`src/opdec_pkg.sv`:
```
// Shared encodings, operation codes and field positions for the opcode decoder
package opdec_pkg;
    localparam logic [7:0] OP_TABLE_XLATE   = 8'hD7;
    localparam logic [7:0] OP_LOAD_PTR_DS   = 8'hC5;
    localparam logic [7:0] OP_LOAD_PTR_ES   = 8'hC4;
    localparam logic [7:0] OP_SEG_TO_RM     = 8'h8C;
    localparam logic [7:0] OP_UNPACK_FIX    = 8'h37;
    localparam logic [7:0] OP_PACK_FIX      = 8'h27;
    localparam logic [5:0] OP_ADC_RM_TOP    = 6'h04;
    localparam logic [6:0] OP_ADC_ACC_TOP   = 7'h0A;
    localparam int         BIT_LEN_FLAG     = 0;
    localparam int         BIT_DIR_FLAG     = 1;
    localparam int         BIT_SEG_ZERO     = 5;
    localparam int         MOD_HI           = 7;
    localparam int         MOD_LO           = 6;
    localparam int         REG_HI           = 5;
    localparam int         REG_LO           = 3;
    localparam int         RM_HI            = 2;
    localparam int         RM_LO            = 0;
    localparam logic [1:0] MOD_NO_DISP      = 2'h0;
    localparam logic [1:0] MOD_DISP8        = 2'h1;
    localparam logic [1:0] MOD_DISP16       = 2'h2;
    localparam logic [2:0] RM_DIRECT        = 3'h6;
    localparam logic [2:0] LEN_RESET        = 3'h0;

    typedef enum logic [3:0] {
        OPK_NONE,
        OPK_TABLE_TRANSLATE_BYTE,
        OPK_LOAD_FAR_POINTER_DATA_SEG,
        OPK_LOAD_FAR_POINTER_EXTRA_SEG,
        OPK_ADC_REG_RM,
        OPK_ADC_ACC_IMM,
        OPK_SEG_TO_RM,
        OPK_UNPACKED_DECIMAL_ADD_FIXUP,
        OPK_PACKED_DECIMAL_ADD_FIXUP,
        OPK_ILLEGAL
    } op_kind_e;
endpackage

```
`src/opcode_decoder_transfer_arith.sv`:
```
`timescale 1ns/1ps
// Decoder for transfer and add-with-carry instructions fed from the prefetch queue
// What this block does
// - Byte D7 alone decodes as table_translate_byte into low_accumulator_byte, one byte long.
// - Byte C5 plus addressing byte loads far pointer into register and data segment.
// - Byte C4 plus addressing byte loads far pointer into register and extra segment.
// - Add-with-carry: 000100dw with addressing byte, or 0001010w with one/two data bytes.
// - Byte 8C with addressing bit 5 clear copies selected segment register out.
// - Byte 37 alone decodes as unpacked_decimal_add_fixup on the accumulator.
// - Byte 27 alone decodes as packed_decimal_add_fixup on the accumulator.
module opcode_decoder_transfer_arith (
    // Clock and reset
    input  wire logic                  core_clk,
    input  wire logic                  sys_rst,
    // Prefetch queue window, byte 0 is the first byte
    input  wire logic                  qValid,
    input  wire logic [7:0]            qByte0,
    input  wire logic [7:0]            qByte1,
    input  wire logic [2:0]            qCount,
    output logic                       qConsume,
    output logic      [2:0]            qAdvance,
    // Decoded operation to the datapath
    input  wire logic                  exReady,
    output logic                       decValid,
    output opdec_pkg::op_kind_e        decKind,
    output logic      [2:0]            decLength,
    output logic                       decWide,
    output logic                       decDir,
    output logic      [2:0]            decRegSel,
    output logic      [7:0]            decModrm
);
    // First byte classification
    wire logic isXlat   = (qByte0 == opdec_pkg::OP_TABLE_XLATE);
    wire logic isLds    = (qByte0 == opdec_pkg::OP_LOAD_PTR_DS);
    wire logic isLes    = (qByte0 == opdec_pkg::OP_LOAD_PTR_ES);
    wire logic isAdcRm  = (qByte0[7:2] == opdec_pkg::OP_ADC_RM_TOP);
    wire logic isAdcAcc = (qByte0[7:1] == opdec_pkg::OP_ADC_ACC_TOP);
    wire logic isSegOut = (qByte0 == opdec_pkg::OP_SEG_TO_RM);
    wire logic isUnpack = (qByte0 == opdec_pkg::OP_UNPACK_FIX);
    wire logic isPack   = (qByte0 == opdec_pkg::OP_PACK_FIX);
    wire logic wideFlag = qByte0[opdec_pkg::BIT_LEN_FLAG];
    wire logic segOk    = ~qByte1[opdec_pkg::BIT_SEG_ZERO];
    wire logic hasModrm = isLds | isLes | isAdcRm | isSegOut;

    logic [1:0] dispBytes;

    opdec_modrm_len u_modrm_len (
        .modrmByte (qByte1),
        .dispBytes (dispBytes)
    );

    // Total length in bytes
    wire logic [2:0] modrmLen = 3'h2 + {1'b0, dispBytes};
    wire logic [2:0] immLen   = wideFlag ? 3'h3 : 3'h2;
    wire logic [2:0] lenNow   = hasModrm ? modrmLen :
                                isAdcAcc ? immLen : 3'h1;

    // Unknown opcodes consume one byte so the fetch stream keeps moving
    wire opdec_pkg::op_kind_e kindNow =
        isXlat   ? opdec_pkg::OPK_TABLE_TRANSLATE_BYTE :
        isLds    ? opdec_pkg::OPK_LOAD_FAR_POINTER_DATA_SEG :
        isLes    ? opdec_pkg::OPK_LOAD_FAR_POINTER_EXTRA_SEG :
        isAdcRm  ? opdec_pkg::OPK_ADC_REG_RM :
        isAdcAcc ? opdec_pkg::OPK_ADC_ACC_IMM :
        (isSegOut && segOk) ? opdec_pkg::OPK_SEG_TO_RM :
        isUnpack ? opdec_pkg::OPK_UNPACKED_DECIMAL_ADD_FIXUP :
        isPack   ? opdec_pkg::OPK_PACKED_DECIMAL_ADD_FIXUP :
        opdec_pkg::OPK_ILLEGAL;

    // Wait until the whole instruction sits in the queue
    wire logic enough   = qValid && (qCount >= lenNow);
    wire logic outFree  = ~decValid | exReady;
    wire logic takeNow  = enough && outFree;

    assign qConsume = takeNow;
    assign qAdvance = takeNow ? lenNow : opdec_pkg::LEN_RESET;

    always_ff @(posedge core_clk or posedge sys_rst) begin
        if (sys_rst) begin
            decValid <= 1'b0;
        end else if (takeNow) begin
            decValid <= 1'b1;
        end else if (exReady) begin
            decValid <= 1'b0;
        end
    end

    always_ff @(posedge core_clk or posedge sys_rst) begin
        if (sys_rst) begin
            decKind   <= opdec_pkg::OPK_NONE;
            decLength <= opdec_pkg::LEN_RESET;
            decWide   <= 1'b0;
            decDir    <= 1'b0;
            decRegSel <= 3'h0;
            decModrm  <= 8'h00;
        end else if (takeNow) begin
            decKind   <= kindNow;
            decLength <= lenNow;
            decWide   <= (isAdcRm | isAdcAcc) & wideFlag;
            decDir    <= isAdcRm & qByte0[opdec_pkg::BIT_DIR_FLAG];
            decRegSel <= hasModrm ? qByte1[opdec_pkg::REG_HI:opdec_pkg::REG_LO] : 3'h0;
            decModrm  <= hasModrm ? qByte1 : 8'h00;
        end
    end


    // Decode of each first byte
    chk_table_translate_byte_one_byte: assert property (@(posedge core_clk) disable iff (sys_rst)
        (takeNow && qByte0 == opdec_pkg::OP_TABLE_XLATE)
        |=> (decKind == opdec_pkg::OPK_TABLE_TRANSLATE_BYTE && decLength == 3'h1))
        else $error("translate byte misdecoded");

    chk_lds_kind: assert property (@(posedge core_clk) disable iff (sys_rst)
        (takeNow && qByte0 == opdec_pkg::OP_LOAD_PTR_DS)
        |=> (decKind == opdec_pkg::OPK_LOAD_FAR_POINTER_DATA_SEG && decLength >= 3'h2))
        else $error("data segment pointer load misdecoded");

    chk_lds_fields: assert property (@(posedge core_clk) disable iff (sys_rst)
        (takeNow && qByte0 == opdec_pkg::OP_LOAD_PTR_DS)
        |=> (decModrm == $past(qByte1) && decRegSel == $past(qByte1[5:3])))
        else $error("data segment pointer load fields wrong");

    chk_les_kind: assert property (@(posedge core_clk) disable iff (sys_rst)
        (takeNow && qByte0 == opdec_pkg::OP_LOAD_PTR_ES)
        |=> (decKind == opdec_pkg::OPK_LOAD_FAR_POINTER_EXTRA_SEG && decLength >= 3'h2))
        else $error("extra segment pointer load misdecoded");

    chk_les_fields: assert property (@(posedge core_clk) disable iff (sys_rst)
        (takeNow && qByte0 == opdec_pkg::OP_LOAD_PTR_ES)
        |=> (decModrm == $past(qByte1) && decRegSel == $past(qByte1[5:3])))
        else $error("extra segment pointer load fields wrong");

    chk_adc_imm_len: assert property (@(posedge core_clk) disable iff (sys_rst)
        (takeNow && qByte0[7:1] == opdec_pkg::OP_ADC_ACC_TOP)
        |=> (decLength == ($past(qByte0[0]) ? 3'h3 : 3'h2)))
        else $error("add with carry immediate length wrong");

    chk_adc_acc_kind: assert property (@(posedge core_clk) disable iff (sys_rst)
        (takeNow && qByte0[7:1] == opdec_pkg::OP_ADC_ACC_TOP)
        |=> (decKind == opdec_pkg::OPK_ADC_ACC_IMM && decWide == $past(qByte0[0]) && !decDir))
        else $error("add with carry immediate form wrong");

    chk_adc_rm_dir: assert property (@(posedge core_clk) disable iff (sys_rst)
        (takeNow && qByte0[7:2] == opdec_pkg::OP_ADC_RM_TOP)
        |=> (decKind == opdec_pkg::OPK_ADC_REG_RM && decDir == $past(qByte0[1])))
        else $error("add with carry register form wrong");

    chk_adc_rm_wide: assert property (@(posedge core_clk) disable iff (sys_rst)
        (takeNow && qByte0[7:2] == opdec_pkg::OP_ADC_RM_TOP)
        |=> (decWide == $past(qByte0[0]) && decModrm == $past(qByte1)))
        else $error("add with carry register width wrong");

    chk_seg_select: assert property (@(posedge core_clk) disable iff (sys_rst)
        (takeNow && qByte0 == opdec_pkg::OP_SEG_TO_RM && !qByte1[5])
        |=> (decKind == opdec_pkg::OPK_SEG_TO_RM && decRegSel == $past(qByte1[5:3])))
        else $error("segment copy misdecoded");

    chk_seg_bit_set: assert property (@(posedge core_clk) disable iff (sys_rst)
        (takeNow && qByte0 == opdec_pkg::OP_SEG_TO_RM && qByte1[5])
        |=> (decKind == opdec_pkg::OPK_ILLEGAL))
        else $error("segment copy accepted with bit five set");

    chk_unpack_fix: assert property (@(posedge core_clk) disable iff (sys_rst)
        (takeNow && qByte0 == opdec_pkg::OP_UNPACK_FIX)
        |=> (decKind == opdec_pkg::OPK_UNPACKED_DECIMAL_ADD_FIXUP && decLength == 3'h1))
        else $error("unpacked fixup misdecoded");

    chk_pack_fix: assert property (@(posedge core_clk) disable iff (sys_rst)
        (takeNow && qByte0 == opdec_pkg::OP_PACK_FIX)
        |=> (decKind == opdec_pkg::OPK_PACKED_DECIMAL_ADD_FIXUP && decLength == 3'h1))
        else $error("packed fixup misdecoded");

    chk_one_byte_clean: assert property (@(posedge core_clk) disable iff (sys_rst)
        (takeNow && (isXlat || isUnpack || isPack))
        |=> (decModrm == 8'h00 && decRegSel == 3'h0 && !decWide && !decDir))
        else $error("one byte instruction carries operand fields");

    // Length and queue handshake
    chk_advance_len: assert property (@(posedge core_clk) disable iff (sys_rst)
        qConsume
        |=> (decValid && decLength == $past(qAdvance)))
        else $error("advance and reported length disagree");

    chk_refuse_short: assert property (@(posedge core_clk) disable iff (sys_rst)
        (qCount < lenNow)
        |-> (!qConsume && qAdvance == 3'h0))
        else $error("instruction taken before all bytes arrived");

    chk_advance_bound: assert property (@(posedge core_clk) disable iff (sys_rst)
        qConsume
        |-> (qAdvance != 3'h0 && qAdvance <= qCount))
        else $error("advance exceeds queue contents");

    chk_no_take_stall: assert property (@(posedge core_clk) disable iff (sys_rst)
        (decValid && !exReady)
        |-> !qConsume)
        else $error("new instruction taken while output stalled");

    chk_hold_stall: assert property (@(posedge core_clk) disable iff (sys_rst)
        (decValid && !exReady)
        |=> (decValid && $stable(decKind) && $stable(decLength)))
        else $error("decoded output changed while stalled");

    chk_drop_valid: assert property (@(posedge core_clk) disable iff (sys_rst)
        (decValid && exReady && !qConsume)
        |=> !decValid)
        else $error("decoded output not released after acceptance");

    chk_modrm_range: assert property (@(posedge core_clk) disable iff (sys_rst)
        (takeNow && hasModrm)
        |=> (decLength >= 3'h2 && decLength <= 3'h4))
        else $error("addressing form length out of range");

    chk_reg_mode_len: assert property (@(posedge core_clk) disable iff (sys_rst)
        (takeNow && hasModrm && qByte1[7:6] == 2'h3)
        |=> (decLength == 3'h2))
        else $error("register operand form length wrong");

    chk_direct_len: assert property (@(posedge core_clk) disable iff (sys_rst)
        (takeNow && hasModrm && qByte1[7:6] == opdec_pkg::MOD_NO_DISP && qByte1[2:0] == opdec_pkg::RM_DIRECT)
        |=> (decLength == 3'h4))
        else $error("direct address form length wrong");

    chk_disp8_len: assert property (@(posedge core_clk) disable iff (sys_rst)
        (takeNow && hasModrm && qByte1[7:6] == opdec_pkg::MOD_DISP8)
        |=> (decLength == 3'h3))
        else $error("short displacement form length wrong");

    chk_unknown_len: assert property (@(posedge core_clk) disable iff (sys_rst)
        (takeNow && !hasModrm && !isAdcAcc)
        |=> (decLength == 3'h1))
        else $error("single byte form length wrong");
endmodule

```
`src/opdec_modrm_len.sv`:
```
`timescale 1ns/1ps
// Displacement length implied by an addressing byte
module opdec_modrm_len (
    // Addressing byte
    input  wire logic [7:0] modrmByte,
    // Displacement bytes that follow it
    output logic      [1:0] dispBytes
);
    wire logic [1:0] modField = modrmByte[opdec_pkg::MOD_HI:opdec_pkg::MOD_LO];
    wire logic [2:0] rmField  = modrmByte[opdec_pkg::RM_HI:opdec_pkg::RM_LO];

    // Direct address hides under mod 00 with r/m 110 and carries 16 bits
    assign dispBytes = (modField == opdec_pkg::MOD_DISP8)  ? 2'h1 :
                       (modField == opdec_pkg::MOD_DISP16) ? 2'h2 :
                       ((modField == opdec_pkg::MOD_NO_DISP) && (rmField == opdec_pkg::RM_DIRECT)) ? 2'h2 :
                       2'h0;
endmodule

```
`config.mk`:
```
export PLATFORM = sky130hd
export DESIGN_NAME = opcode_decoder_transfer_arith
export DESIGN_NICKNAME = d
export VERILOG_FILES = /design/src/opdec_pkg.sv /design/src/opcode_decoder_transfer_arith.sv /design/src/opdec_modrm_len.sv
export SDC_FILE = /design/constraint.sdc
export NUM_CORES = 1
export LEC_CHECK = 0
export BUFFER_PORTS_ARGS = -buffer_cell sky130_fd_sc_hd__buf_2
export CORE_MARGIN = 2
export CORE_UTILIZATION = 50
export CTS_CLUSTER_DIAMETER = 60
export DETAILED_ROUTE_END_ITERATION = 10
export GPL_TIMING_DRIVEN = 0
export PLACE_DENSITY_LB_ADDON = 0.05
export SYNTH_ARGS = -nofsm -noshare
export SYNTH_HDL_FRONTEND = slang
export SYNTH_SLANG_ARGS = --single-unit
```
`constraint.sdc`:
```
create_clock -name core_clk -period 13 [get_ports core_clk]
set_input_delay 3.25 -clock core_clk [delete_from_list [all_inputs] [get_ports core_clk]]
set_output_delay 3.25 -clock core_clk [all_outputs]
set_load 0.01 [all_outputs]
```
# Yosys cells after proc, flatten, opt, wreduce, memory -nomap -nowiden

Cells that the tools add are included.

Bits in registers: 21
Bits of input ports: 23
Output and inout port bits: 25

Add/subtract/negate cells: 1
Order comparisons: 1
Equality and inequality tests: 11
Muxes and demuxes: 19
Bitwise logic cells: 9
Reductions and logical operators: 6

Operators by type and width:

| operator            | count |
|---|---|
| $eq 8x8->1 const B  | 4 |
| $mux 4              | 7 |
| $eq 8x6->1 const B  | 2 |
| $mux 3              | 3 |
| $mux 2              | 4 |
| $mux 8              | 1 |
| $eq 7x4->1 const B  | 1 |
| $eq 6x3->1 const B  | 1 |
| $or 1x1->1          | 5 |
| $logic_and 1x1->1   | 4 |
| $mux 1              | 4 |
| $add 2x2->3 const A | 1 |
| $eq 3x3->1 const B  | 1 |
| $ge 3x3->1          | 1 |
| $and 1x1->1         | 2 |
| $eq 2x1->1 const B  | 1 |
| $eq 2x2->1 const B  | 1 |
| $logic_not 2->1     | 1 |
| $not 1->1           | 2 |
| $reduce_bool 2->1   | 1 |

# Logic depth before layout (Yosys ltp)

Depth in word-level cells: 11
Gate-level depth with buffers: 10
Gate-level depth less buffers: 10

# Hierarchy

From an unflattened synthesis, not the netlist that was laid out.

Cell total of the unflattened synthesis: 105
Area total of the unflattened synthesis: 1077.3 µm²

Modules (own cells, without submodules):

| module                        | times used | cells each | area each (µm²) | sequential area each (µm²) |
|---|---|---|---|---|
| opcode_decoder_transfer_arith | 1          | 101        | 1054.8          | 450.4 |
| opdec_modrm_len               | 1          | 4          | 22.5            | 0.0 |

# Worst setup path before layout

OpenSTA, ideal clock, no wires.

Kind: input to output
From: input port qByte0[6]
To: output port qAdvance[2]
Data arrival time: 5.653 ns
Setup slack: 4.097 ns
Stages: 9
Buffers on the path: 0
Cell sequence: or3b_1 -> a2111oi_0 -> a32o_1 -> inv_1 -> ha_1 -> nand2b_1 -> a211oi_1 -> a211oi_4 -> and2_1

Word-level cells in the longest chain between the ends: 9
Elaborated cells on any way between the ends: 14
Classes of those cells: order compare: 1; eq/ne: 5; mux: 3; bitwise: 3; reduce/logical: 2

Ends and longest elaborated chain:

| what                          | RTL line                                                                 | text |
|---|---|---|
| from (decl)                   | opcode_decoder_transfer_arith.sv:17                                      | `input wire logic [7:0] qByte0,` |
| $eq 8x8->1 (on tied branches) | opcode_decoder_transfer_arith.sv:34, opcode_decoder_transfer_arith.sv:35 |  |
| $or 1x1->1 (3 in series)      | opcode_decoder_transfer_arith.sv:43                                      | `wire logic hasModrm = isLds \| isLes \| isAdcRm \| isSegOut;` |
| $mux 3 (*)                    | opcode_decoder_transfer_arith.sv:55                                      | `wire logic [2:0] lenNow = hasModrm ? modrmLen :` |
| named net lenNow[0]           | opcode_decoder_transfer_arith.sv:55                                      |  |
| $ge 3x3->1 (*)                | opcode_decoder_transfer_arith.sv:71                                      | `wire logic enough = qValid && (qCount >= lenNow);` |
| $logic_and 1x1->1 (*)         | opcode_decoder_transfer_arith.sv:71                                      |  |
| $logic_and 1x1->1 (*)         | opcode_decoder_transfer_arith.sv:73                                      | `wire logic takeNow = enough && outFree;` |
| $mux 3 (*)                    | opcode_decoder_transfer_arith.sv:76                                      | `assign qAdvance = takeNow ? lenNow : opdec_pkg::LEN_RESET;` |
| to (decl)                     | opcode_decoder_transfer_arith.sv:21                                      | `output logic [2:0] qAdvance,` |

Mark *: on every way through the listed nets, which the timed path passes. The rest lies on a longest branch.

# Worst setup path in the final report

From: input port qByte0[6]
To: output port qAdvance[1]

The elaborated chain is that of the path after synthesis.

==> results.toml <==
[finish]
fin_nets = 184
final_core_util_pct = 68.50
area_growth_pct = 27.00
n_antenna_cell = 0
fill_cells = 180
finalInstanceArea_sq_um = 1371
drive_above_1_share_pct = 39.10

[detailed_routing]
wirelength_mm = 2.662
vias = 1071
viasPerCell = 5.852
postRouteAntennaNets = 0
drt_first_iter_violations = 26
dr.pass1.iters = 4
wl_per_cell_microns = 14.55
drcViolationCount = 0

[floorplanning]
die_y_microns = 50.47
core_area_sq_um = 2002
fp.dieW_microns = 50.47
num_rows = 16
start_util_pct = 53.94
dieArea_sq_um = 2547
io_pins = 48

[min_path]
hold_depth = 1
worstHoldStart = "decKind[1]$_DFFE_PP0P_"
hold_end = "decKind[1]$_DFFE_PP0P_"
hp-class = "flop to flop"

[clock_network]
cts.sinks = 18
path_clk_slew_ns = 0.10
tritoncts = "yes"
numCtsBuffers = 3
clockBufferDepth = 2
cts_resized = 0
post_cts_buffers = 0
postCtsHoldBufs = 0
cts_max_level = 1
clockRootBuffer = "clkbuf_4"
clkLatencyLatePin_ns = 0.29

[timing]
fmax_mhz = 103.8
period_minus_slack_ns = 9.636
finalSetupViolCount = 0
max_slew_margin_pct = 47.76
hold_viol = 0
rsz0062_at_grt = "no"
fin_worst_skew_ns = 0.0008694
period_share_pct = 74.12
worst_slack_ns = 3.364
setup_tns_ns = 0
slew_violations = 0
worst_slew_pin_slew_ns = 0.7790

[synth]
synth_area_sq_um = 1080
synth.yosys.seq_area_share_pct = 41.71
synth_top_area_share_pct = 41.71
synth_fp_nets = 132
synth_top_cell_by_area = "dfrtp_1"
synth_area_leaders = "dfrtp_1 42%, a22o_1 7.3%, o21ai_0 5.6%, ha_1 3.5%, nand2b_1 2.9%"
ys_seq_elements = 18
synth_cell_types = 43
syn_avg_cell_area_sq_um = 10.19
synth_warnings = 0
syn_inst = 106

[critical_path]
cp-end-kind = "output port"
reg2reg_from = "decValid$_DFFE_PP0P_"
start_kind = "input port"
path_max_fanout = 10
timing.rr.end = "decLength[2]$_DFFE_PP0P_"
worst_ep_required_time_ns = 9.75
ff2ff_setup_slack_ns = 11.47
arrival_ns = 6.39
rr_worst_depth = 5
crit_type = "input port to output port"

[power]
fin_total_pwr_uw = 112.9
peakVddDrop_mv = 0.04583
powerDensity_nw_per_um2 = 82.33
leakage_nw = 0.6792

[grt]
grt_overflow_total = 0
busiest_layer = "met2"
grt_use_met2_pct = 38.82
antenna_found_initial = 0
grt_pass1_wl_mm = 4.353
grt_pass1_vias = 968
grt_use_total_pct = 22.46
grt_util_met3_pct = 3.869
grt_util_met1_pct = 28.65
grt_max_degree = 19

[run_status]
status = "finished clean"

[place]
numPortBuffers = 47
gp_congestion = 0.8353
pre_cts_slack_ns = 3.433
dp_hpwl_mm = 2.069
place_area_sq_um = 1349

[flow_run]
max-cap-violations = 0
==> layout make-up <==
| type | instances | area [sq um] | share of cell area (%) |
|---|---|---|---|
| flip-flops and latches | 18 | 450.4 | 32.85 |
| multi-input cells | 79 | 584.3 | 42.61 |
| well taps | 27 | 33.78 | 2.463 |
| repair buffers | 47 | 235.2 | 17.15 |
| clock buffers | 3 | 22.52 | 1.642 |
| plain buffers | 4 | 26.28 | 1.916 |
| inverters | 5 | 18.77 | 1.369 |
==> state kept, by name (all words and copies together) (netlist names) <==
name,flops
decValid,1
decDir,1
decRegSel,2
decWide,1
decLength,3
decModrm,6
decKind,4
==> cell families (layout without fill, tap and decap cells) <==
kind of cell / Yosys count / count (layout) / synth area share [%]
muxes: 1 / 1 / 1.043
AOI/OAI and AO/OA: 43 / 43 / 29.78
buffers and inverters: 9 / 59 / 4.171
and+or+nand+nor: 32 / 32 / 19.82
DFF: 18 / 18 / 41.71
adders and majority gates: 3 / 3 / 3.477
==> per-stage QoR <==
| stage | cells | hold slack, ns |
|---|---|---|
| 3_3_place_gp | 180 | 0.4705 |
| 5_1_grt | 183 | 0.5320 |
| 6_report | 183 | 0.5032 |
| 3_5_place_dp | 180 | 0.4776 |
| 4_1_cts | 183 | 0.5142 |
| 2_1_floorplan | 106 | 0.5219 |
==> where the power goes <==
group	total, mW	switching (mW)	internal, mW	leakage (nW)
registers	0.0603	0.00139	0.0589	0.237
logic	0.0249	0.0148	0.0101	0.429
clock network	0.0277	0.0169	0.0108	0.0138
==> worst max-delay path by stage <==
| stage | start | end | cells past startpoint |
|---|---|---|---|
| 2_1_floorplan | qByte0[6] | qAdvance[2] | 9 |
| 3_3_place_gp | qByte0[6] | qAdvance[1] | 12 |
| 3_5_place_dp | qByte0[6] | qAdvance[1] | 12 |
| 4_1_cts | qByte0[6] | qAdvance[1] | 12 |
| 5_1_grt | qByte0[6] | qAdvance[0] | 12 |
| 6_report | qByte0[6] | qAdvance[1] | 12 |
==> routing by layer <==
layer	vias up	part of all wire (%)
li1	512	-
met1	505	42
met2	49	49
met3	5	7.7
met4	0	1.3
met5	-	0
==> cells in the mapped netlist <==
cell / n
dfrtp_1: 18
o21ai_0: 12
a22o_1: 9
a21oi_1: 5
inv_1: 5
nand2b_1: 5
buf_4: 3
ha_1: 3
nand2_1: 3
nor2_1: 3
a211oi_1: 2
and2_1: 2
and3_1: 2
nand3_1: 2
nor3_1: 2
o31ai_1: 2
or3_1: 2
a2111o_1: 1
a2111oi_0: 1
a2111oi_1: 1
a211o_1: 1
a211oi_4: 1
a21o_2: 1
a31oi_1: 1
a32o_1: 1
and4_1: 1
and4bb_2: 1
clkbuf_1: 1
mux2_2: 1
nand3b_1: 1
nor4_1: 1
nor4b_1: 1
o211a_1: 1
o211ai_1: 1
o21a_1: 1
o2bb2ai_1: 1
o32a_1: 1
or2_2: 1
or2b_2: 1
or3_4: 1
or3b_1: 1
or4b_1: 1
or4b_4: 1
==> placed cells by master (no fill, tap or decap), types with 2 or more instances in the layout <==
| cell | Yosys | routed |
|---|---|---|
| a22o_1 | 9 | 9 |
| nand3_1 | 2 | 2 |
| buf_4 | 3 | 3 |
| clkbuf_4 | 0 | 3 |
| a211oi_1 | 2 | 2 |
| inv_1 | 5 | 5 |
| ha_1 | 3 | 3 |
| and3_1 | 2 | 2 |
| o21ai_0 | 12 | 12 |
| or3_1 | 2 | 2 |
| nand2b_1 | 5 | 5 |
| nand2_1 | 3 | 3 |
| a21oi_1 | 5 | 5 |
| and2_1 | 2 | 2 |
| buf_2 | 0 | 47 |
| o31ai_1 | 2 | 2 |
| dfrtp_1 | 18 | 18 |
| nor2_1 | 3 | 3 |
| nor3_1 | 2 | 2 |
==> worst max-delay path: stages <==
cell and delay [ns]:
buf_2 0.14, or3b_1 0.41, a2111oi_0 0.63, a32o_1 0.28, inv_1 0.06, ha_1 0.26, nand2b_1 0.16, a211o_1 0.33
nand2_1 0.18, clkbuf_1 0.42, a21oi_1 0.10, buf_2 0.17
Power figures use the tool's default switching activity.
